$ cat config.mk
export PLATFORM = sky130hd
export DESIGN_NAME = ccs_ctrl
export DESIGN_NICKNAME = d
export VERILOG_FILES = /design/src/rtl/ccs_pkg.sv /design/src/rtl/ccs_ctrl.sv
export SDC_FILE = /design/constraint.sdc
export NUM_CORES = 1
export LEC_CHECK = 0
export ABC_AREA = 1
export BUFFER_PORTS_ARGS = -buffer_cell sky130_fd_sc_hd__buf_2
export CAP_MARGIN = 20
export CELL_PAD_IN_SITES_DETAIL_PLACEMENT = 1
export CELL_PAD_IN_SITES_GLOBAL_PLACEMENT = 2
export CORE_UTILIZATION = 33
export CTS_CLUSTER_DIAMETER = 200
export CTS_CLUSTER_SIZE = 40
export DETAILED_ROUTE_END_ITERATION = 6
export PLACE_DENSITY = 0.79
export SLEW_MARGIN = 30
export SYNTH_ARGS = -nofsm -noshare
export SYNTH_HDL_FRONTEND = slang
export SYNTH_SLANG_ARGS = --single-unit
$ cat constraint.sdc
create_clock -name sys_clk -period 5.6 [get_ports sys_clk]
set_input_delay 1.12 -clock sys_clk [delete_from_list [all_inputs] [get_ports sys_clk]]
set_output_delay 1.12 -clock sys_clk [all_outputs]
set_load 0.1 [all_outputs]
$ cat src/rtl/ccs_pkg.sv
// Package with constants and types for the coin, credit and start controller
package ccs_pkg;
  localparam int          CLK_HZ          = 20_000_000;
  localparam int          FREEZE_S        = 4;
  localparam int          FREEZE_CYC      = FREEZE_S * CLK_HZ;
  localparam int          DEB_CYC         = 8;
  localparam logic [2:0]  MAX_COINS       = 3'h4;
  localparam logic [2:0]  MAX_REFILLS     = 3'h4;
  localparam logic [15:0] SCORE_RST       = 16'h0000;
  localparam logic [1:0]  COST_ONE_COIN   = 2'h0;
  localparam logic [1:0]  COST_TWO_COIN   = 2'h1;
  localparam logic [1:0]  COST_TWO_PLAYER = 2'h2;
  localparam logic [1:0]  COST_FREE       = 2'h3;
  typedef enum logic [1:0] {ST_ATTRACT, ST_READY, ST_FREEZE, ST_PLAY} ccs_state_t;
endpackage

$ cat src/rtl/ccs_ctrl.sv
// Game-flow controller: coins, credits, start, misses, refills and high score
`timescale 1ns/1ps
module ccs_ctrl
  import ccs_pkg::*;
#(
  parameter int FREEZE_CYCLES = FREEZE_CYC
)(
  input  wire logic        sys_clk,        // 20 MHz system clock
  input  wire logic        rst_n,          // Synchronous reset, active low
  input  wire logic        coin_a,         // Left coin switch, high when closed
  input  wire logic        coin_b,         // Right coin switch, high when closed
  input  wire logic        slam,           // Slam switch, high when closed
  input  wire logic        start_blk,      // Black start button
  input  wire logic        start_wht,      // White start button
  input  wire logic [1:0]  cost_sel,       // Game cost option
  input  wire logic [2:0]  miss_limit,     // Misses per play
  input  wire logic        hs_clear,       // High-score clear button
  input  wire logic [1:0]  fire,           // Fire request per aircraft, [0] black
  input  wire logic [1:0]  bomb_done,      // Bomb landed and exploded, per aircraft
  input  wire logic [1:0]  miss_evt,       // Miss pulse per aircraft
  input  wire logic [1:0]  field_clear,    // All targets hit, per player
  input  wire logic [1:0]  score_inc,      // Score point pulse per aircraft
  output logic             lockout_coil,   // Coil energized, coins to box
  output logic             start_lamp,     // Start button lamp
  output logic [2:0]       credits,        // Displayed credits
  output logic [1:0]       mode,           // Current mode (state code)
  output logic [1:0]       human,          // Human-controlled aircraft mask
  output logic [1:0]       bomb_go,        // Bomb release pulse per aircraft
  output logic             refill,         // Refill target field pulse
  output logic             show_misses,    // Misses shown in place of high score
  output logic [5:0]       misses_left,    // {white, black} misses left
  output logic [31:0]      scores,         // {white, black} last game scores
  output logic [31:0]      high_scores     // {white, black} high scores
);

  // Credits from coins held and cost setting
  function automatic logic [2:0] credit_of(input logic [2:0] c, input logic [1:0] s,
                                            input logic [2:0] plays);
    logic [3:0] r;
    r = 4'h0;
    case (s)
      COST_ONE_COIN:   r = {1'b0, c};
      COST_TWO_COIN:   r = {2'b00, c[2:1]};
      COST_TWO_PLAYER: r = {c, 1'b0};
      default:         r = 4'h2;
    endcase
    r = r + {1'b0, plays};
    credit_of = (r > 4'h7) ? 3'h7 : r[2:0];
  endfunction

  // Debounce: input must hold steady DEB_CYC cycles; returns rising event
  logic [4:0] raw;
  logic [4:0] deb_q, deb_d;
  logic [3:0] cnt_q [5];
  logic [3:0] cnt_d [5];
  logic [4:0] evt;
  assign raw = {hs_clear, start_wht, start_blk, coin_b | coin_a, slam};
  always_comb
  begin
    deb_d = deb_q;
    evt   = 5'h00;
    for (int i = 0; i < 5; i++)
    begin
      cnt_d[i] = 4'h0;
      if (raw[i] != deb_q[i])
      begin
        cnt_d[i] = cnt_q[i] + 4'h1;
        if (cnt_q[i] == 4'(DEB_CYC - 1))
        begin
          cnt_d[i] = 4'h0;
          deb_d[i] = raw[i];
          evt[i]   = raw[i];
        end
      end
    end
  end
  always_ff @(posedge sys_clk)
  begin
    if (!rst_n)
    begin
      deb_q <= 5'h00;
      for (int i = 0; i < 5; i++) cnt_q[i] <= 4'h0;
    end
    else
    begin
      deb_q <= deb_d;
      for (int i = 0; i < 5; i++) cnt_q[i] <= cnt_d[i];
    end
  end

  // Events; coin OR merges both slots, slam gates it
  logic coin_ev, sb_ev, sw_ev, hs_ev;
  assign coin_ev = evt[1] & ~deb_q[0] & ~slam;
  assign sb_ev   = evt[2];
  assign sw_ev   = evt[3];
  assign hs_ev   = evt[4];

  // Game flow state
  ccs_state_t  st_q, st_d;
  logic [2:0]  coins_q, coins_d;
  logic [2:0]  plays_q, plays_d;
  logic [26:0] frz_q, frz_d;
  logic [1:0]  hum_q, hum_d;
  logic [2:0]  mb_q, mb_d, mw_q, mw_d;
  logic [2:0]  refill_q, refill_d;
  logic [1:0]  bbusy_q, bbusy_d;
  logic [15:0] sc_q [2];
  logic [15:0] sc_d [2];
  logic [15:0] hs_q [2];
  logic [15:0] hs_d [2];
  logic [2:0]  cred;
  logic        done_b, done_w;
  assign cred   = credit_of(coins_q, cost_sel, plays_q);
  assign done_b = ~hum_q[0] | (mb_q == 3'h0);
  assign done_w = ~hum_q[1] | (mw_q == 3'h0);

  // Consume one credit per joining player; leftover coin credit kept as plays
  function automatic logic [2:0] take(input logic [2:0] cr, input logic [2:0] n);
    take = (cr > n) ? cr - n : 3'h0;
  endfunction

  always_comb
  begin
    st_d     = st_q;
    coins_d  = coins_q;
    plays_d  = plays_q;
    frz_d    = frz_q;
    hum_d    = hum_q;
    mb_d     = mb_q;
    mw_d     = mw_q;
    refill_d = refill_q;
    bbusy_d  = bbusy_q;
    sc_d     = sc_q;
    hs_d     = hs_q;
    if (coin_ev && coins_q < MAX_COINS && st_q != ST_PLAY)
      coins_d = coins_q + 3'h1;
    case (st_q)
      ST_ATTRACT:
        if (coins_d != 3'h0 || cost_sel == COST_FREE) st_d = ST_READY;
      // A start press with no credit held is refused
      ST_READY:
        if ((sb_ev || sw_ev) && cred != 3'h0)
        begin
          hum_d = {sw_ev, sb_ev};
          if (cred >= 3'h2 && !(sb_ev && sw_ev))
          begin
            st_d  = ST_FREEZE;
            frz_d = 27'h0;
          end
          else
          begin
            st_d  = ST_PLAY;
            if (cred < 3'h2) hum_d = sb_ev ? 2'h1 : 2'h2; // One credit, one player; black wins a tie
            plays_d = take(cred, (hum_d == 2'h3) ? 3'h2 : 3'h1);
            coins_d = 3'h0;
          end
        end
      ST_FREEZE:
      begin
        frz_d = frz_q + 27'h1;
        if ((hum_q[0] & sw_ev) | (hum_q[1] & sb_ev))
        begin
          hum_d   = 2'h3;
          st_d    = ST_PLAY;
          plays_d = take(cred, 3'h2);
          coins_d = 3'h0;
        end
        else if (frz_q == 27'(FREEZE_CYCLES - 1))
        begin
          st_d    = ST_PLAY;
          plays_d = take(cred, 3'h1);
          coins_d = 3'h0;
        end
      end
      ST_PLAY:
      begin
        bbusy_d = (bbusy_q | (fire & ~bbusy_q)) & ~bomb_done;
        if (miss_evt[0] && mb_q != 3'h0) mb_d = mb_q - 3'h1;
        if (miss_evt[1] && mw_q != 3'h0) mw_d = mw_q - 3'h1;
        for (int i = 0; i < 2; i++)
          if (score_inc[i]) sc_d[i] = sc_q[i] + 16'h0001;
        if (|(field_clear & hum_q) && refill_q < MAX_REFILLS)
          refill_d = refill_q + 3'h1;
        if (done_b && done_w)
        begin
          for (int i = 0; i < 2; i++)
            if (sc_q[i] > hs_q[i]) hs_d[i] = sc_q[i];
          st_d = (cred != 3'h0) ? ST_READY : ST_ATTRACT;
        end
      end
      default: st_d = ST_ATTRACT;
    endcase
    if (st_q != ST_PLAY && st_d == ST_PLAY)
    begin
      mb_d     = miss_limit;
      mw_d     = miss_limit;
      refill_d = 3'h0;
      bbusy_d  = 2'h0;
      sc_d[0]  = SCORE_RST;
      sc_d[1]  = SCORE_RST;
    end
    if (hs_ev)
    begin
      hs_d[0] = SCORE_RST;
      hs_d[1] = SCORE_RST;
    end
  end

  // Registered outputs derived from next values (bomb_go from present ones) so each is a flip-flop
  always_ff @(posedge sys_clk)
  begin
    if (!rst_n)
    begin
      st_q         <= ST_ATTRACT;
      coins_q      <= 3'h0;
      plays_q      <= 3'h0;
      frz_q        <= 27'h0;
      hum_q        <= 2'h0;
      mb_q         <= 3'h0;
      mw_q         <= 3'h0;
      refill_q     <= 3'h0;
      bbusy_q      <= 2'h0;
      sc_q[0]      <= SCORE_RST;
      sc_q[1]      <= SCORE_RST;
      hs_q[0]      <= SCORE_RST;
      hs_q[1]      <= SCORE_RST;
      lockout_coil <= 1'b1;
      start_lamp   <= 1'b0;
      credits      <= 3'h0;
      mode         <= 2'h0;
      human        <= 2'h0;
      bomb_go      <= 2'h0;
      refill       <= 1'b0;
      show_misses  <= 1'b0;
      misses_left  <= 6'h00;
      scores       <= 32'h0000_0000;
      high_scores  <= 32'h0000_0000;
    end
    else
    begin
      st_q         <= st_d;
      coins_q      <= coins_d;
      plays_q      <= plays_d;
      frz_q        <= frz_d;
      hum_q        <= hum_d;
      mb_q         <= mb_d;
      mw_q         <= mw_d;
      refill_q     <= refill_d;
      bbusy_q      <= bbusy_d;
      sc_q         <= sc_d;
      hs_q         <= hs_d;
      lockout_coil <= (st_d == ST_ATTRACT);
      start_lamp   <= (st_d == ST_READY);
      credits      <= credit_of(coins_d, cost_sel, plays_d);
      mode         <= st_d;
      human        <= hum_d;
      bomb_go      <= (st_q == ST_PLAY) ? (fire & ~bbusy_q) : 2'h0;
      refill       <= (refill_d != refill_q);
      show_misses  <= (st_d == ST_PLAY);
      misses_left  <= {mw_d, mb_d};
      scores       <= {sc_d[1], sc_d[0]};
      high_scores  <= {hs_d[1], hs_d[0]};
    end
  end

  // Checks
  coil_attract_a: assert property (@(posedge sys_clk) disable iff (!rst_n)
    st_q == ST_ATTRACT |-> lockout_coil) else $error("coil off in attract");
  lamp_ready_a: assert property (@(posedge sys_clk) disable iff (!rst_n)
    start_lamp == (st_q == ST_READY) && !(lockout_coil && st_q == ST_PLAY))
    else $error("lamp or coil wrong");
  coin_cap_a: assert property (@(posedge sys_clk) disable iff (!rst_n)
    coins_q <= MAX_COINS) else $error("coins above four");
  slam_block_a: assert property (@(posedge sys_clk) disable iff (!rst_n)
    slam && st_q != ST_PLAY |=> coins_q <= $past(coins_q)) else $error("coin under slam");
  refill_cap_a: assert property (@(posedge sys_clk) disable iff (!rst_n)
    refill_q <= MAX_REFILLS) else $error("too many refills");
  bomb_busy_a: assert property (@(posedge sys_clk) disable iff (!rst_n)
    bomb_go[0] |-> !$past(bbusy_q[0]) ##1 !bomb_go[0]) else $error("bomb reissued");
  freeze_hold_a: assert property (@(posedge sys_clk) disable iff (!rst_n)
    st_q == ST_FREEZE && frz_q != 27'(FREEZE_CYCLES - 1) && !sb_ev && !sw_ev
    |=> st_q == ST_FREEZE) else $error("freeze left early");
  freeze_end_a: assert property (@(posedge sys_clk) disable iff (!rst_n)
    st_q == ST_FREEZE && frz_q == 27'(FREEZE_CYCLES - 1) |=> st_q == ST_PLAY)
    else $error("freeze did not end");
  no_credit_a: assert property (@(posedge sys_clk) disable iff (!rst_n)
    st_q == ST_READY && cred == 3'h0 |=> st_q == ST_READY) else $error("start without credit");
  one_credit_a: assert property (@(posedge sys_clk) disable iff (!rst_n)
    st_q == ST_READY && cred == 3'h1 && st_d == ST_PLAY |=> human != 2'h3)
    else $error("two players on one credit");
  miss_show_a: assert property (@(posedge sys_clk) disable iff (!rst_n)
    show_misses == (st_q == ST_PLAY)) else $error("miss display mismatch");
  hs_clear_a: assert property (@(posedge sys_clk) disable iff (!rst_n)
    hs_ev |=> ##1 high_scores == 32'h0000_0000) else $error("high score not cleared");
  two_player_c: cover property (@(posedge sys_clk) st_q == ST_FREEZE ##1 hum_q == 2'h3);
  freeze_exp_c: cover property (@(posedge sys_clk) st_q == ST_FREEZE ##1 st_q == ST_PLAY);
  game_end_c: cover property (@(posedge sys_clk) st_q == ST_PLAY ##1 st_q == ST_READY);
endmodule

==> out/metrics.cfg <==
[synth]
seq_area_frac_synth_pct=35.81
synth-main-ff-cell=dfxtp_1
syn-mean-instance-area_um2=7.186
synthArstFlopShare_pct=0
synthesis.area_um2=8163
synthAdderAreaFrac_pct=10.24
synth_compound_area_share_pct=13.09
syn-num-nets=1224
synth-simple-area-share_pct=28.23
synth.distinct_cells=49
netlist.area_leader.share_pct=35.81
synth_common_cells=187 x nand2_1, 162 x nor2_1, 153 x inv_1, 146 x dfxtp_1, 99 x a21oi_1
synth_top_family_by_area=simple AND/OR/NAND/NOR gates
synth-seq-cells=146
syn_inst=1136
synth_edf_count=0
ys_warn_count=0
yosysMostFrequentCell=nand2_1
synth_mux_area_share_pct=0
synth_top_area_cell=dfxtp_1
yosys-top-cells-area=dfxtp_1 36%, ha_1 9.5%, nand2_1 8.6%
synthXorXnorAreaFrac_pct=3.863

[final_layout]
drive_above_1_share_pct=14.53
fill_cells=3074
final_nets=1329
antenna_cells=0
area.growth.synth_to_final_pct=17.87
final_area_um2=9622

[worst_setup_path]
cp.arrival_ns=5.29
worstPathMaxFanout=8
critPathKind=input port to flip-flop
reg2reg_depth=25
endpoint_kind=flip-flop
crit_required_ns=5.98
worstSetupStartpointType=input port

[drt]
postRouteAntennaNets=0
drtPass1Iterations=4
drc_errors=0
wl_per_cell_um=14.49
drt-total-wl_um=22850
drt_iter0_markers=342
viasPerCell=4.908
route.vias.total=7740

[timing]
worst_pin_slew_ns=0.8883
slew_headroom_pct=40.63
timing.final.ws_setup_ns=0.6856
finalCritPeriodShare_pct=87.76
fin_crit_ns=4.914
finalSetupViolations=0
slew_viol_final=0
timing.clock.skew_ns=0.01439
tns_ns=0
worst_hold_slack_ns=0.4258
rsz0062_at_grt=no
hold_viol_final=0
fmaxAchievable_ghz=0.2035

[grt]
grt_max_degree=38
grt_pass1_wl_um=38330
antenna_found_initial=0
grt.total_usage_pct=18.51
grt_pass1_vias=7741
grt-ovfl-total=0

[power]
combPwrFrac_pct=5.0
switching_power_uw=587.2
seq_power_share_pct=44.1
power_leakage_nw=4.191
switching_share_pct=24.66
p_per_area_nw_per_um2=247.5
ir_drop_mv=0.1608
clockPowerShare_pct=50.9
power.internal_mw=1.794

[place]
place_congestion=0.8591
port_buffers=105
pre_cts_ws_ns=0.2307
hpwl_um=17200
post_dp_cell_area_um2=9007

[die]
fp.coreArea_um2=24320
die_w_um=159.3
die-area_um2=25370
start_util_pct=33.56
dieHeight_um=159.3
io_pins=106
rows=57

[clock_tree]
root_buffer=clkbuf_16
cts-buffers-inserted=17
hold_buffers=0
clockBufferDepth=2
cts_setup_buffers=0
insertion_delay_ns=0.43
cts_tree=built
clk_pin_slew_ns=0.07
htree_levels=4
ctsResizeCount=0
clock-sinks=146

[hold_path]
hold_depth=1
hold_class=flip-flop to flip-flop

[job]
maxCapViolCount=0

[status]
outcome=finished clean

-- logic make-up after synthesis --
logic type,after synthesis
flops,146
xor+xnor,36
compound gates,196
simple gates,512
fa+ha+maj,65
buf+inv,181
-- power by group through the flow --
| stage | clock [mW] | sequential, mW | combinational (mW) |
|---|---|---|---|
| 2_1_floorplan | 0 | 1.10 | 0.0623 |
| 3_3_place_gp | 0 | 1.07 | 0.118 |
| 3_5_place_dp | 0 | 1.07 | 0.120 |
| 4_1_cts | 1.24 | 1.05 | 0.120 |
| 5_1_grt | 1.28 | 1.05 | 0.133 |
| 6_report | 1.21 | 1.05 | 0.119 |
-- flip-flops by register name, summed over array words and instances, names as in the netlist --
register,flops
bbusy_q,2
bomb_go,2
cnt_q,20
coins_q,3
credits,3
deb_q,5
frz_q,27
high_scores,32
hum_q,2
lockout_coil,1
misses_left,6
plays_q,3
refill,1
refill_q,3
scores,32
show_misses,1
st_q,2
start_lamp,1
-- path summary, 6_finish.rpt --
check                     to   startpoint  slack [ns]
setup reg to reg  credits[0]   coins_q[2]        1.23
hold reg to reg   bomb_go[1]   bbusy_q[1]        0.43
hold / removal    bomb_go[1]   bbusy_q[1]        0.43
setup / recovery  credits[0]  cost_sel[1]        0.69
-- final cells by class --
type / instances / area (um2) / share of cell area [%]
repair buffers: 109 / 555.5 / 5.774
flip-flops and latches: 146 / 2923 / 30.38
multi-input cells: 809 / 4531 / 47.09
well taps: 324 / 405.4 / 4.213
inverters: 158 / 593.1 / 6.164
clock buffers: 18 / 439.2 / 4.564
clock inverters: 13 / 175.2 / 1.821
-- metal layers --
metal	wire length, um	up-vias	part of all wire, %	track usage (%)
li1	-	3927	-	-
met1	10970	3670	48	23.53
met2	10950	116	48	32.14
met3	629	27	2.8	3.204
met4	298	0	1.3	4.983
met5	0	-	0	0
-- cells in the final DEF (no fill, tap or decap), types with 4 or more instances in the layout --
cell type,netlist,final
inv_2,4,4
or2_2,8,8
nor2_1,162,162
nor2_2,7,7
ha_1,62,62
nand3b_1,4,4
buf_2,2,105
nand3_1,58,58
clkbuf_16,0,17
a31oi_1,5,4
o22ai_1,4,4
nand2_1,187,187
nor3b_1,11,11
nor3_2,4,4
clkinv_4,0,4
nor3_1,25,25
xor2_1,26,26
nand4_1,24,24
nand2_2,6,6
buf_4,0,4
inv_6,0,4
xnor2_1,10,10
dfxtp_1,146,146
a21oi_1,99,99
inv_1,153,153
o21ai_0,65,65
nor4_1,5,5
a211oi_1,6,6
-- critical path, stage by stage --
cell and delay, ns:
buf_2 0.13, nor2_1 0.15, inv_1 0.11, o221ai_1 0.30
ha_1 0.30, nand3_1 0.11, nand3_1 0.08, nand2_1 0.06
nand2_1 0.10, nand2_1 0.27, inv_1 0.13, ha_1 0.23
ha_1 0.24, a21oi_4 0.17, nand2_1 0.07, nand2_1 0.08
nand3_1 0.26, nand2_1 0.21, o22ai_1 0.10, ha_1 0.32
nand2_1 0.07, nand2_1 0.05, a31oi_1 0.20, nand4_1 0.18
nand3b_1 0.13, nand2_1 0.06, inv_1 0.06
-- through the flow --
step	instances	util, %	power, mW
final	1577	39.56	2.382
after global routing	1577	39.56	2.464
after CTS	1577	39.56	2.407
after detailed placement	1546	37.04	1.194
after global placement	1546	37.04	1.193
after floorplan	1136	-	1.160
No activity file was read; power rests on OpenSTA's default activity.
